==> src/rtl/vdsc_pkg.sv <==
// Constants and types for the video DAC sync and blank level control
package vdsc_pkg;

  // Register byte addresses
  localparam logic [7:0] ADDR_CTRL = 8'h00;
  localparam logic [7:0] ADDR_STATUS = 8'h04;
  localparam logic [7:0] ADDR_COUNT = 8'h08;
  localparam int ADDR_W = 8;

  // Control register fields
  localparam int CTRL_RUN = 0;
  localparam int CTRL_SYNC_ALL = 1;
  localparam int CTRL_FORCE_BLANK = 2;
  localparam logic [31:0] CTRL_RESET = 32'h0000_0000;

  // Status register fields
  localparam int STAT_UNDERRUN = 0;
  localparam int STAT_RUNNING = 1;
  localparam int STAT_LEVEL_LSB = 4;
  localparam int STAT_LEVEL_W = 4;

  // Sample word layout
  localparam int CODE_W = 8;
  localparam int SAMPLE_W = 27;
  localparam int FIFO_DEPTH = 8;
  localparam int LEVEL_W = 4;

  // Output currents in units of 10 uA
  localparam int CUR_W = 12;
  localparam logic [CUR_W-1:0] CUR_ZERO = 12'h000;
  localparam logic [CUR_W-1:0] CUR_SETUP = 12'h320;
  localparam logic [CUR_W-1:0] CUR_SYNC_POS = 12'h640;
  localparam logic [CUR_W-1:0] CUR_SYNC_NEG = 12'h000;
  localparam int PROD_W = 20;
  localparam logic [PROD_W-1:0] CUR_FS = 20'h0074b;
  localparam logic [PROD_W-1:0] CODE_MAX = 20'h000ff;
  localparam logic [PROD_W-1:0] CODE_HALF = 20'h0007f;

  typedef struct packed {
    logic [CODE_W-1:0] green;
    logic [CODE_W-1:0] blue;
    logic [CODE_W-1:0] red;
    logic sync_n;
    logic sync_tri;
    logic blank_n;
  } vdsc_sample_t;

  typedef enum logic [1:0] {
    st_idle = 2'b01,
    st_run = 2'b10
  } vdsc_run_st_t;

endpackage

==> src/rtl/vdsc_fifo_if.sv <==
// Carrier between the level control and its sample FIFO
`timescale 1ns/100ps
interface vdsc_fifo_if #(
  parameter int WIDTH = 27,
  parameter int LVL_W = 4
);
  logic wr_valid;
  logic wr_ready;
  logic [WIDTH-1:0] wr_data;
  logic rd_valid;
  logic rd_ready;
  logic [WIDTH-1:0] rd_data;
  logic [LVL_W-1:0] level;

  modport fifo (
    input wr_valid, wr_data, rd_ready,
    output wr_ready, rd_valid, rd_data, level
  );

  modport user (
    output wr_valid, wr_data, rd_ready,
    input wr_ready, rd_valid, rd_data, level
  );
endinterface

==> src/rtl/vdsc_fifo.sv <==
// Sample FIFO with registered read data and registered ready
`timescale 1ns/100ps
module vdsc_fifo #(
  parameter int WIDTH = 27,
  parameter int DEPTH = 8,
  parameter int LVL_W = 4
) (
  input wire logic ref_clk,
  input wire logic reset,
  vdsc_fifo_if.fifo port
);
  localparam int PTR_W = $clog2(DEPTH);
  localparam logic [LVL_W-1:0] FULL = LVL_W'(DEPTH);
  localparam logic [LVL_W-1:0] ONE = LVL_W'(1);

  typedef struct packed {
    logic [DEPTH-1:0][WIDTH-1:0] mem;
    logic [PTR_W-1:0] wptr;
    logic [PTR_W-1:0] rptr;
    logic [LVL_W-1:0] count;
    logic out_valid;
    logic [WIDTH-1:0] out_data;
    logic in_ready;
  } vdsc_fifo_state_t;

  vdsc_fifo_state_t s_q;
  vdsc_fifo_state_t s_d;
  logic push;
  logic load;

  always_comb
  begin
    s_d = s_q;
    push = port.wr_valid && s_q.in_ready;
    load = (s_q.count != '0) && (!s_q.out_valid || port.rd_ready);
    if (push)
    begin
      s_d.mem[s_q.wptr] = port.wr_data;
      s_d.wptr = s_q.wptr + PTR_W'(1);
    end
    if (load)
    begin
      s_d.out_data = s_q.mem[s_q.rptr];
      s_d.rptr = s_q.rptr + PTR_W'(1);
      s_d.out_valid = 1'b1;
    end
    else if (port.rd_ready)
    begin
      s_d.out_valid = 1'b0;
    end
    if (push && !load)
    begin
      s_d.count = s_q.count + ONE;
    end
    else if (load && !push)
    begin
      s_d.count = s_q.count - ONE;
    end
    // Output register holds one of the words
    s_d.in_ready = ((s_d.count + LVL_W'(s_d.out_valid)) != FULL);
  end

  always_ff @(posedge ref_clk)
  begin
    if (reset)
    begin
      s_q <= '0;
    end
    else
    begin
      s_q <= s_d;
    end
  end

  assign port.wr_ready = s_q.in_ready;
  assign port.rd_valid = s_q.out_valid;
  assign port.rd_data = s_q.out_data;
  assign port.level = s_q.count + LVL_W'(s_q.out_valid);
endmodule

==> src/rtl/vdsc_top.sv <==
// Sync, blank and video level selection for a triple video DAC
`timescale 1ns/100ps
module vdsc_top (
  input wire logic ref_clk,
  input wire logic reset,
  input wire logic hsel,
  input wire logic [31:0] haddr,
  input wire logic [1:0] htrans,
  input wire logic hwrite,
  input wire logic [2:0] hsize,
  input wire logic [31:0] hwdata,
  input wire logic hready,
  output logic hreadyout,
  output logic [31:0] hrdata,
  output logic hresp,
  input wire logic pix_valid,
  output logic pix_ready,
  input wire logic [7:0] pix_green,
  input wire logic [7:0] pix_blue,
  input wire logic [7:0] pix_red,
  input wire logic pix_sync_n,
  input wire logic pix_sync_tri,
  input wire logic pix_blank_n,
  output logic [11:0] green_luma_output,
  output logic [11:0] red_cr_output,
  output logic [11:0] blue_cb_output
);

  typedef struct packed {
    logic wr_pend;
    logic [vdsc_pkg::ADDR_W-1:0] wr_addr;
    logic [31:0] rdata;
    logic readyout;
    logic resp;
    logic run;
    logic sync_all;
    logic force_blank;
    logic underrun;
    vdsc_pkg::vdsc_run_st_t st;
    logic [31:0] count;
    logic [vdsc_pkg::CUR_W-1:0] green;
    logic [vdsc_pkg::CUR_W-1:0] red;
    logic [vdsc_pkg::CUR_W-1:0] blue;
  } vdsc_top_state_t;

  vdsc_top_state_t s_q;
  vdsc_top_state_t s_d;

  vdsc_fifo_if #(
    .WIDTH(vdsc_pkg::SAMPLE_W),
    .LVL_W(vdsc_pkg::LEVEL_W)
  ) fifo_bus ();

  vdsc_fifo #(
    .WIDTH(vdsc_pkg::SAMPLE_W),
    .DEPTH(vdsc_pkg::FIFO_DEPTH),
    .LVL_W(vdsc_pkg::LEVEL_W)
  ) u_fifo (
    .ref_clk(ref_clk),
    .reset(reset),
    .port(fifo_bus.fifo)
  );

  vdsc_pkg::vdsc_sample_t in_sample;
  vdsc_pkg::vdsc_sample_t head;

  // Data and controls of one sample travel as one word
  always_comb
  begin
    in_sample.green = pix_green;
    in_sample.blue = pix_blue;
    in_sample.red = pix_red;
    in_sample.sync_n = pix_sync_n;
    in_sample.sync_tri = pix_sync_tri;
    in_sample.blank_n = pix_blank_n;
  end

  assign fifo_bus.wr_valid = pix_valid;
  assign fifo_bus.wr_data = in_sample;

  // Samples drain only while running
  logic running;
  assign running = (s_q.st == vdsc_pkg::st_run);
  assign fifo_bus.rd_ready = running;
  assign head = vdsc_pkg::vdsc_sample_t'(fifo_bus.rd_data);

  // Current for one channel from one sample
  function automatic logic [vdsc_pkg::CUR_W-1:0] chan_level(
    input logic carries_sync,
    input logic [vdsc_pkg::CODE_W-1:0] code,
    input logic sync_n,
    input logic sync_tri,
    input logic blank_n
  );
    logic [vdsc_pkg::CUR_W-1:0] base;
    logic [vdsc_pkg::PROD_W-1:0] prod;
    logic [vdsc_pkg::PROD_W-1:0] video;
    base = carries_sync ? vdsc_pkg::CUR_SETUP : vdsc_pkg::CUR_ZERO;
    prod = vdsc_pkg::PROD_W'(code) * vdsc_pkg::CUR_FS;
    video = (prod + vdsc_pkg::CODE_HALF) / vdsc_pkg::CODE_MAX;
    if (!sync_n)
    begin
      if (!carries_sync)
      begin
        chan_level = base;
      end
      else if (sync_tri)
      begin
        chan_level = vdsc_pkg::CUR_SYNC_POS;
      end
      else
      begin
        chan_level = vdsc_pkg::CUR_SYNC_NEG;
      end
    end
    else if (!blank_n)
    begin
      chan_level = base;
    end
    else
    begin
      chan_level = base + video[vdsc_pkg::CUR_W-1:0];
    end
  endfunction

  logic addr_phase;
  logic [vdsc_pkg::ADDR_W-1:0] addr_lo;
  logic [31:0] ctrl_view;
  logic [31:0] status_view;
  logic [31:0] read_mux;
  logic pop;
  logic side_sync;
  logic blank_n_eff;
  logic underrun_set;
  logic underrun_clr;
  logic count_clr;

  // One level path per channel: green/luma, red/cr, blue/cb
  localparam int NUM_CHAN = 3;
  logic [vdsc_pkg::CODE_W-1:0] chan_code [NUM_CHAN];
  logic chan_sync [NUM_CHAN];
  logic [vdsc_pkg::CUR_W-1:0] chan_lvl [NUM_CHAN];
  logic [vdsc_pkg::CUR_W-1:0] chan_idle [NUM_CHAN];

  assign side_sync = s_q.sync_all;
  assign blank_n_eff = head.blank_n && !s_q.force_blank;

  always_comb
  begin
    chan_code[0] = head.green;
    chan_code[1] = head.red;
    chan_code[2] = head.blue;
  end

  // Green/luma always carries sync, the others only when selected
  always_comb
  begin
    chan_sync[0] = 1'b1;
    chan_sync[1] = side_sync;
    chan_sync[2] = side_sync;
  end

  // Level per channel
  for (genvar c = 0; c < NUM_CHAN; c++)
  begin : g_chan
    always_comb
    begin
      chan_lvl[c] = chan_level(chan_sync[c], chan_code[c], head.sync_n,
        head.sync_tri, blank_n_eff);
      // Idle and underrun show blank on the sync channels
      chan_idle[c] = chan_sync[c] ? vdsc_pkg::CUR_SETUP : vdsc_pkg::CUR_ZERO;
    end
  end

  always_comb
  begin
    addr_phase = hsel && htrans[1] && hready;
    addr_lo = haddr[vdsc_pkg::ADDR_W-1:0];
    ctrl_view = '0;
    ctrl_view[vdsc_pkg::CTRL_RUN] = s_q.run;
    ctrl_view[vdsc_pkg::CTRL_SYNC_ALL] = s_q.sync_all;
    ctrl_view[vdsc_pkg::CTRL_FORCE_BLANK] = s_q.force_blank;
    status_view = '0;
    status_view[vdsc_pkg::STAT_UNDERRUN] = s_q.underrun;
    status_view[vdsc_pkg::STAT_RUNNING] = (s_q.st == vdsc_pkg::st_run);
    status_view[vdsc_pkg::STAT_LEVEL_LSB +: vdsc_pkg::STAT_LEVEL_W] =
      fifo_bus.level;
    unique case (addr_lo)
      vdsc_pkg::ADDR_CTRL:
      begin
        read_mux = ctrl_view;
      end
      vdsc_pkg::ADDR_STATUS:
      begin
        read_mux = status_view;
      end
      vdsc_pkg::ADDR_COUNT:
      begin
        read_mux = s_q.count;
      end
      default:
      begin
        read_mux = '0;
      end
    endcase
  end

  always_comb
  begin
    s_d = s_q;
    pop = fifo_bus.rd_valid && running;
    underrun_set = running && !fifo_bus.rd_valid;
    underrun_clr = 1'b0;
    count_clr = 1'b0;

    // Bus slave: zero wait, always OKAY
    s_d.readyout = 1'b1;
    s_d.resp = 1'b0;
    s_d.wr_pend = addr_phase && hwrite;
    if (addr_phase)
    begin
      s_d.wr_addr = addr_lo;
    end
    if (addr_phase && !hwrite)
    begin
      s_d.rdata = read_mux;
    end

    // Register writes land in the data phase
    if (s_q.wr_pend)
    begin
      unique case (s_q.wr_addr)
        vdsc_pkg::ADDR_CTRL:
        begin
          s_d.run = hwdata[vdsc_pkg::CTRL_RUN];
          s_d.sync_all = hwdata[vdsc_pkg::CTRL_SYNC_ALL];
          s_d.force_blank = hwdata[vdsc_pkg::CTRL_FORCE_BLANK];
        end
        vdsc_pkg::ADDR_STATUS:
        begin
          underrun_clr = hwdata[vdsc_pkg::STAT_UNDERRUN];
        end
        vdsc_pkg::ADDR_COUNT:
        begin
          count_clr = 1'b1;
        end
        default:
        begin
          underrun_clr = 1'b0;
        end
      endcase
    end

    // Sticky underrun, set beats clear
    if (underrun_set)
    begin
      s_d.underrun = 1'b1;
    end
    else if (underrun_clr)
    begin
      s_d.underrun = 1'b0;
    end

    // Sample counter, a clear in the same cycle as a taken sample leaves one
    if (pop)
    begin
      s_d.count = (count_clr ? 32'h0000_0000 : s_q.count) + 32'h0000_0001;
    end
    else if (count_clr)
    begin
      s_d.count = 32'h0000_0000;
    end

    // Run control
    unique case (s_q.st)
      vdsc_pkg::st_idle:
      begin
        if (s_q.run)
        begin
          s_d.st = vdsc_pkg::st_run;
        end
      end
      vdsc_pkg::st_run:
      begin
        if (!s_q.run)
        begin
          s_d.st = vdsc_pkg::st_idle;
        end
      end
      default:
      begin
        s_d.st = vdsc_pkg::st_idle;
      end
    endcase

    // Output levels
    if (pop)
    begin
      s_d.green = chan_lvl[0];
      s_d.red = chan_lvl[1];
      s_d.blue = chan_lvl[2];
    end
    else
    begin
      s_d.green = chan_idle[0];
      s_d.red = chan_idle[1];
      s_d.blue = chan_idle[2];
    end
  end

  always_ff @(posedge ref_clk)
  begin
    if (reset)
    begin
      s_q.wr_pend <= 1'b0;
      s_q.wr_addr <= '0;
      s_q.rdata <= 32'h0000_0000;
      s_q.readyout <= 1'b1;
      s_q.resp <= 1'b0;
      s_q.run <= vdsc_pkg::CTRL_RESET[vdsc_pkg::CTRL_RUN];
      s_q.sync_all <= vdsc_pkg::CTRL_RESET[vdsc_pkg::CTRL_SYNC_ALL];
      s_q.force_blank <= vdsc_pkg::CTRL_RESET[vdsc_pkg::CTRL_FORCE_BLANK];
      s_q.underrun <= 1'b0;
      s_q.st <= vdsc_pkg::st_idle;
      s_q.count <= 32'h0000_0000;
      s_q.green <= vdsc_pkg::CUR_SETUP;
      s_q.red <= vdsc_pkg::CUR_ZERO;
      s_q.blue <= vdsc_pkg::CUR_ZERO;
    end
    else
    begin
      s_q <= s_d;
    end
  end

  assign hreadyout = s_q.readyout;
  assign hrdata = s_q.rdata;
  assign hresp = s_q.resp;
  assign pix_ready = fifo_bus.wr_ready;
  assign green_luma_output = s_q.green;
  assign red_cr_output = s_q.red;
  assign blue_cb_output = s_q.blue;

endmodule
==> config.mk <==
export PLATFORM = sky130hd
export DESIGN_NAME = vdsc_top
export DESIGN_NICKNAME = d
export VERILOG_FILES = /design/src/rtl/vdsc_pkg.sv /design/src/rtl/vdsc_fifo_if.sv /design/src/rtl/vdsc_fifo.sv /design/src/rtl/vdsc_top.sv
export SDC_FILE = /design/constraint.sdc
export NUM_CORES = 1
export LEC_CHECK = 0
export ABC_AREA = 1
export BUFFER_PORTS_ARGS = -buffer_cell sky130_fd_sc_hd__buf_2
export CAP_MARGIN = 20
export CELL_PAD_IN_SITES_DETAIL_PLACEMENT = 1
export CELL_PAD_IN_SITES_GLOBAL_PLACEMENT = 1
export CORE_MARGIN = 3
export CORE_UTILIZATION = 46
export CTS_BUF_LIST = sky130_fd_sc_hd__clkbuf_8
export DETAILED_ROUTE_END_ITERATION = 8
export HOLD_SLACK_MARGIN = 0.08
export PLACE_DENSITY = 0.83
export SYNTH_ARGS = -nofsm -noshare
export SYNTH_HDL_FRONTEND = slang
export SYNTH_SLANG_ARGS = --single-unit
==> constraint.sdc <==
create_clock -name ref_clk -period 12.8 [get_ports ref_clk]
set_input_delay 2.56 -clock ref_clk [delete_from_list [all_inputs] [get_ports ref_clk]]
set_output_delay 2.56 -clock ref_clk [all_outputs]
set_load 0.02 [all_outputs]
---- Yosys cells after proc, flatten, opt, wreduce, memory -nomap -nowiden ----
Cells that the tools add are included.
storage, ports and cells
  bits in registers ....................... 372
  output and inout port bits .............. 71
  word-level logic and storage cells ...... 116
operators by class
  add/sub/neg operators ................... 13
  $mul .................................... 3
  div/mod/pow operators ................... 3
  $lt $le $gt $ge ......................... 3
  equal/unequal tests ..................... 9
  muxes and demuxes ....................... 31
  bitwise operators ....................... 1
  reduce and logical (&&, ||, !) cells .... 25
operator list
  cell                                                        number
  bitwise mux 216 bit                                         1
  case mux 32 bit (3 select lines)                            1
  2-to-1 mux 12 bit                                           7
  binary-select mux 27 bit (select 3 bit)                     1
  demux 27 bit (select 3 bit)                                 1
  2-to-1 mux 32 bit                                           2
  adder 19 x 7 -> 20 bit, second input constant               3
  divider 20 x 8 -> 20 bit, second input constant             3
  multiplier 8 x 11 -> 19 bit, second input constant          3
  2-to-1 mux 27 bit                                           2
  adder 32 x 1 -> 32 bit, second input constant               1
  adder 12 bit                                                2
  2-to-1 mux 24 bit                                           1
  equality test 8 x 3 -> 1 bit, second input constant         2
  equality test 8 x 4 -> 1 bit, second input constant         2
  logical NOT 8 bit                                           2
  adder 10 x 12 -> 12 bit, first input constant               1
  logical AND 1 bit                                           12
  2-to-1 mux 11 bit                                           1
  2-to-1 mux 10 bit                                           1
  adder 4 x 1 -> 4 bit                                        2
  less-than comparator 3 x 4 -> 1 bit, second input constant  2
  2-to-1 mux 1 bit                                            8
  2-to-1 mux 4 bit                                            2
  17 further kinds                                            25

---- Depth between registers and ports, before layout ----
  depth after elaboration ................. 8
  gate-level depth with buffers ........... 92
  mapped depth without buffers ............ 90

---- Modules after synthesis ----
A second synthesis with hierarchy kept.
unflattened totals
  cells, all modules ...................... 5,068
  area total of the unflattened synthesis .. 32,710.1 µm²
modules (own cells, without submodules)
  module     instances  cells an instance  area an instance (µm²)  sequential area each (µm²)
  vdsc_top   1          3,575              21,504.4                2,302.2
  vdsc_fifo  1          1,493              11,205.7                5,104.9

---- Worst setup path after synthesis ----
No wires, ideal clock.
  path kind ............................... flip-flop to flip-flop
  from .................................... reg u_fifo.s_q (netlist bit u_fifo.port.rd_data[21])
  to ...................................... reg s_q (netlist bit green_luma_output[0])
  setup time .............................. 0.121 ns
  arrival ................................. 9.702 ns
  data required time ...................... 12.679 ns
  path slack .............................. 2.977 ns
  cell stages (with the launch flop) ...... 84
  period minus slack after synthesis ...... 9.823 ns
  path through ............................ dfxtp_1 -> inv_1 -> fa_1 -> inv_1 -> ha_1 -> fa_1 -> inv_1 -> fa_1 -> inv_1 -> ha_1 -> buf_2 -> nand2_1 -> nor2_1 -> nand3_1 -> nand3_1 -> nand2_1 -> nand2_2 -> nand2_1 -> [48 not listed] -> nand3_2 -> nand3_2 -> nand3_2 -> nor2_4 -> nand2_4 -> nand2_4 -> nand2_1 -> nand2_1 -> inv_1 -> ha_1 -> nand3_2 -> nor2_2 -> a21oi_2 -> nand2_1 -> nand2_1 -> nand2_1 -> nor2_1 -> a21oi_1
on the way
  cells in the longest elaborated chain, start to end .. 6
ends and longest elaborated chain
  item                         line             text
  start, declared              vdsc_fifo.sv:26  vdsc_fifo_state_t s_q;
  start signal, assigned       vdsc_fifo.sv:67  s_q <= '0;
  start signal, assigned       vdsc_fifo.sv:71  s_q <= s_d;
  multiplier 8 x 11 -> 19 bit  vdsc_top.sv:99   prod = vdsc_pkg::PROD_W'(code) * vdsc_pkg::CUR_FS;
  adder 19 x 7 -> 20 bit       vdsc_top.sv:100  video = (prod + vdsc_pkg::CODE_HALF) / vdsc_pkg::CODE_MAX;
  divider 20 x 8 -> 20 bit     vdsc_top.sv:100
  adder 10 x 12 -> 12 bit      vdsc_top.sv:122  chan_level = base + video[vdsc_pkg::CUR_W-1:0];
  2-to-1 mux 12 bit            vdsc_top.sv:116  else if (!blank_n)
  2-to-1 mux 12 bit            vdsc_top.sv:101  if (!sync_n)
  end, declared                vdsc_top.sv:46   vdsc_top_state_t s_q;
Every way passes these cells.
A chain may end at the register's enable or synchronous reset.

---- Final worst setup path ----
  from .................................... reg u_fifo.s_q (netlist bit u_fifo.port.rd_data[22])
  to ...................................... reg s_q (netlist bit green_luma_output[0])
The elaborated chain is that of the path after synthesis.

==> results.md <==
- TritonCTS clock tree: done
- Final setup fails: 0
- Count leader, synth: nand2_1
- Pre-antenna DRT Iters: 7
- Total Routing Usage GR: 0.2593
- Skew-Pair Late Insertion Delay: between 0.6 and 0.7 ns
- Crit. End Element: flop
- Share of layout cells above drive strength 1: 0.1301
- Critical path data arrival time: approximately 12 ns
- Critical path class: reg2reg
- Worst hold path startpoint: s_q[113]$_SDFFE_PP0P_
- First-pass GRT wire length: around 160000 um
- Nets: approximately 5400
- Critical path required time: 13.33 ns
- Clk_skew: 0.06199 ns
- Worst Reg-to-Reg Cells: just over 80
- Via density: 5.340
- Number of synthesized flops with an enable pin: 0
- CP max FO: 12
- Die width: approximately 270 um
- Worst path most repeated cell: nand2_1
- Die area: ~0.073 mm^2
- FF-to-FF End: green_luma_output[0]$_SDFF_PP0_
- Synth top cells by count: 940 x nand2_1, 780 x nor2_1, 660 x inv_1
- Synth top area share: 0.2302
- Worst-case clock buffer depth: 3
- Clock root buffer: clkbuf_8
- Mapped Cells: 5016
- Fin. max-slew vios: 0
- Post-synthesis cell area: between 0.03 and 0.04 mm^2
- Synthesis Warnings: 0
- DR DRC count: 0
- Async SR Flop Fraction: 0
- CP max stage cell: fa_1
- Final HPWL from detailed placement: just over 70000 um
- Core Footprint: just under 0.07 mm^2
- Initial antenna violation count: 12
- Startpoint class of the critical path: flop
- CTS clk-pin slew, worst paths: 0.06 ns
- Period utilisation layout: 0.9139
- Final Cell Area: 0.03441 mm^2
- GRT overflow: 0
- CTS Sinks: 370
- Via Count: about 32000
- CP top delay family: simple AND/OR/NAND/NOR gates
- Worst hold path type: reg2reg
- CP Buf/Inv Count: 6
- Fin crit period: approximately 12 ns
- FMAX: 85.48 MHz
- DRT antenna net count: 0
- Cell accounting for the most synthesized area: dfxtp_1
- Status: finished, final reports clean
- Worst Hold Depth: 2
- Origin of the worst setup path: u_fifo.port.rd_data[22]$_SDFFE_PP0P_
- Placer congestion estimate: 0.8528
- Setup_tns: 0 ns
- Rows: 96
- Synthesized flop and latch total: 370
- Die height: 270.5 um
- Layout area overhead: 6.958%
- Dpl cell area: around 0.033 mm^2
- Total Wirelength: 97220 um
- R2R Path Start: u_fifo.port.rd_data[22]$_SDFFE_PP0P_
- Synthesized net count: between 5000 and 6000
- # port buffers: around 110
- Final Hold Violating Endpoints: 0
- Area contributors post-synth: dfxtp_1 23%, nand2_1 11%, nor2_1 9.1%
- CP max stage delay: 0.53 ns
- Rel. slew slack: 0.2427
- Average size of a mapped cell: 6.414 um^2
- Post-synthesis sequential area ratio: 0.2302
- Num ports: roughly 170
- Worst R2R Setup Slack: roughly 1.1 ns
- H-tree depth: 3
- Netlist cell types: 73
- DRT iter0 DRCs: approximately 1500
- Top FF cell, synth: dfxtp_1
- # Post-CTS Setup Buffers: 0
- Maxcap violations: 0
- Pin count of the biggest net entering global routing: ~110
- Worst Tran Pin Value: 1.130 ns
- Wirelength per Cell: around 16 um
- TritonCTS Buffers: a little under 70
- Hold Crit Endpoint: s_q[113]$_SDFFE_PP0P_
- Starting Density: 0.4666
- Vias in the first global route: around 33000
## cell usage in the layout, fill, tap and decap left out, types with 49 or more instances in the layout
cell,n
clkbuf_8,83
dfxtp_1,357
fa_1,72
o21ai_0,515
nor2_2,67
buf_2,113
nand3_2,49
nand4_1,60
a21oi_1,213
nand2_2,130
ha_1,204
nor2_1,771
nand3_1,268
inv_1,679
nand2_1,939
## what timing repair did
item	4_1_cts	5_1_grt
hold buffers	0	0
setup endpoints to repair	0	4
resized for setup	0	18
## how the worst max path moves through the flow
stage                                      endpoint  slack (ns)  depth (start not counted)
finish              green_luma_output[0]$_SDFF_PP0_        1.10                         81
global route        green_luma_output[0]$_SDFF_PP0_      -0.009                         85
CTS                 green_luma_output[0]$_SDFF_PP0_        0.85                         72
detailed placement  green_luma_output[0]$_SDFF_PP0_        0.81                         72
global placement    green_luma_output[0]$_SDFF_PP0_        1.17                         73
floorplan           green_luma_output[0]$_SDFF_PP0_        2.98                         83
## state kept, by name, indices dropped and copies added, names as in the netlist
signal / count
u_fifo.port.rd_data: 27
u_fifo.port.wr_ready: 1
red_cr_output: 12
blue_cb_output: 12
green_luma_output: 12
u_fifo.s_q: 226
hrdata: 32
s_q: 44
ctrl_view: 2
u_fifo.port.rd_valid: 1
side_sync: 1
## worst min-delay path, delay by kind of cell, from the launching register on
family | cells | cell delay, ns
AOI/OAI and AO/OA | 1 | 0.05
buffers and inverters | 1 | 0.06
DFF | 1 | 0.30
## layout make-up
type | instances | area, um^2
clock buffers | 83 | 1142
multi-input cells | 3705 | 20920
clock inverters | 35 | 201.4
well taps | 931 | 1165
diodes | 4 | 10.01
inverters | 709 | 2694
repair buffers | 140 | 848.3
fillers | 9506 | 34540
flip-flops and latches | 370 | 7426
## metrics by stage
step / hold WS [ns] / cells / utilization / setup WS (ns)
after floorplan: 0.4159 / 5016 / - / 2.977
after global placement: 0.4307 / 5851 / 0.4772 / 1.167
after detailed placement: 0.4415 / 5852 / 0.4776 / 0.8132
after CTS: 0.4500 / 5970 / 0.4971 / 0.8455
after global routing: 0.4736 / 5975 / 0.4990 / -0.008950
final: 0.4521 / 5977 / 0.4991 / 1.102
## cell families after synthesis
group	after synthesis	share of synthesized area
fa+ha+maj	276	0.1241
other cells	2	0.0002334
simple gates	2446	0.3497
compound gates	913	0.1554
flops	370	0.2302
buf+inv	941	0.1211
xor+xnor	68	0.01921
## routing by layer
| metal | global-route usage | wire (um) | part of all wire |
|---|---|---|---|
| met1 | 0.3290 | 44360 | 0.46 |
| met2 | 0.4611 | 46850 | 0.48 |
| met3 | 0.03742 | 3712 | 0.038 |
| met4 | 0.06474 | 2181 | 0.022 |
| met5 | 0 | 113 | 0.0012 |
Power is not shown: default switching activity piles up to over one toggle a cycle in this logic, so the estimate is an artifact.
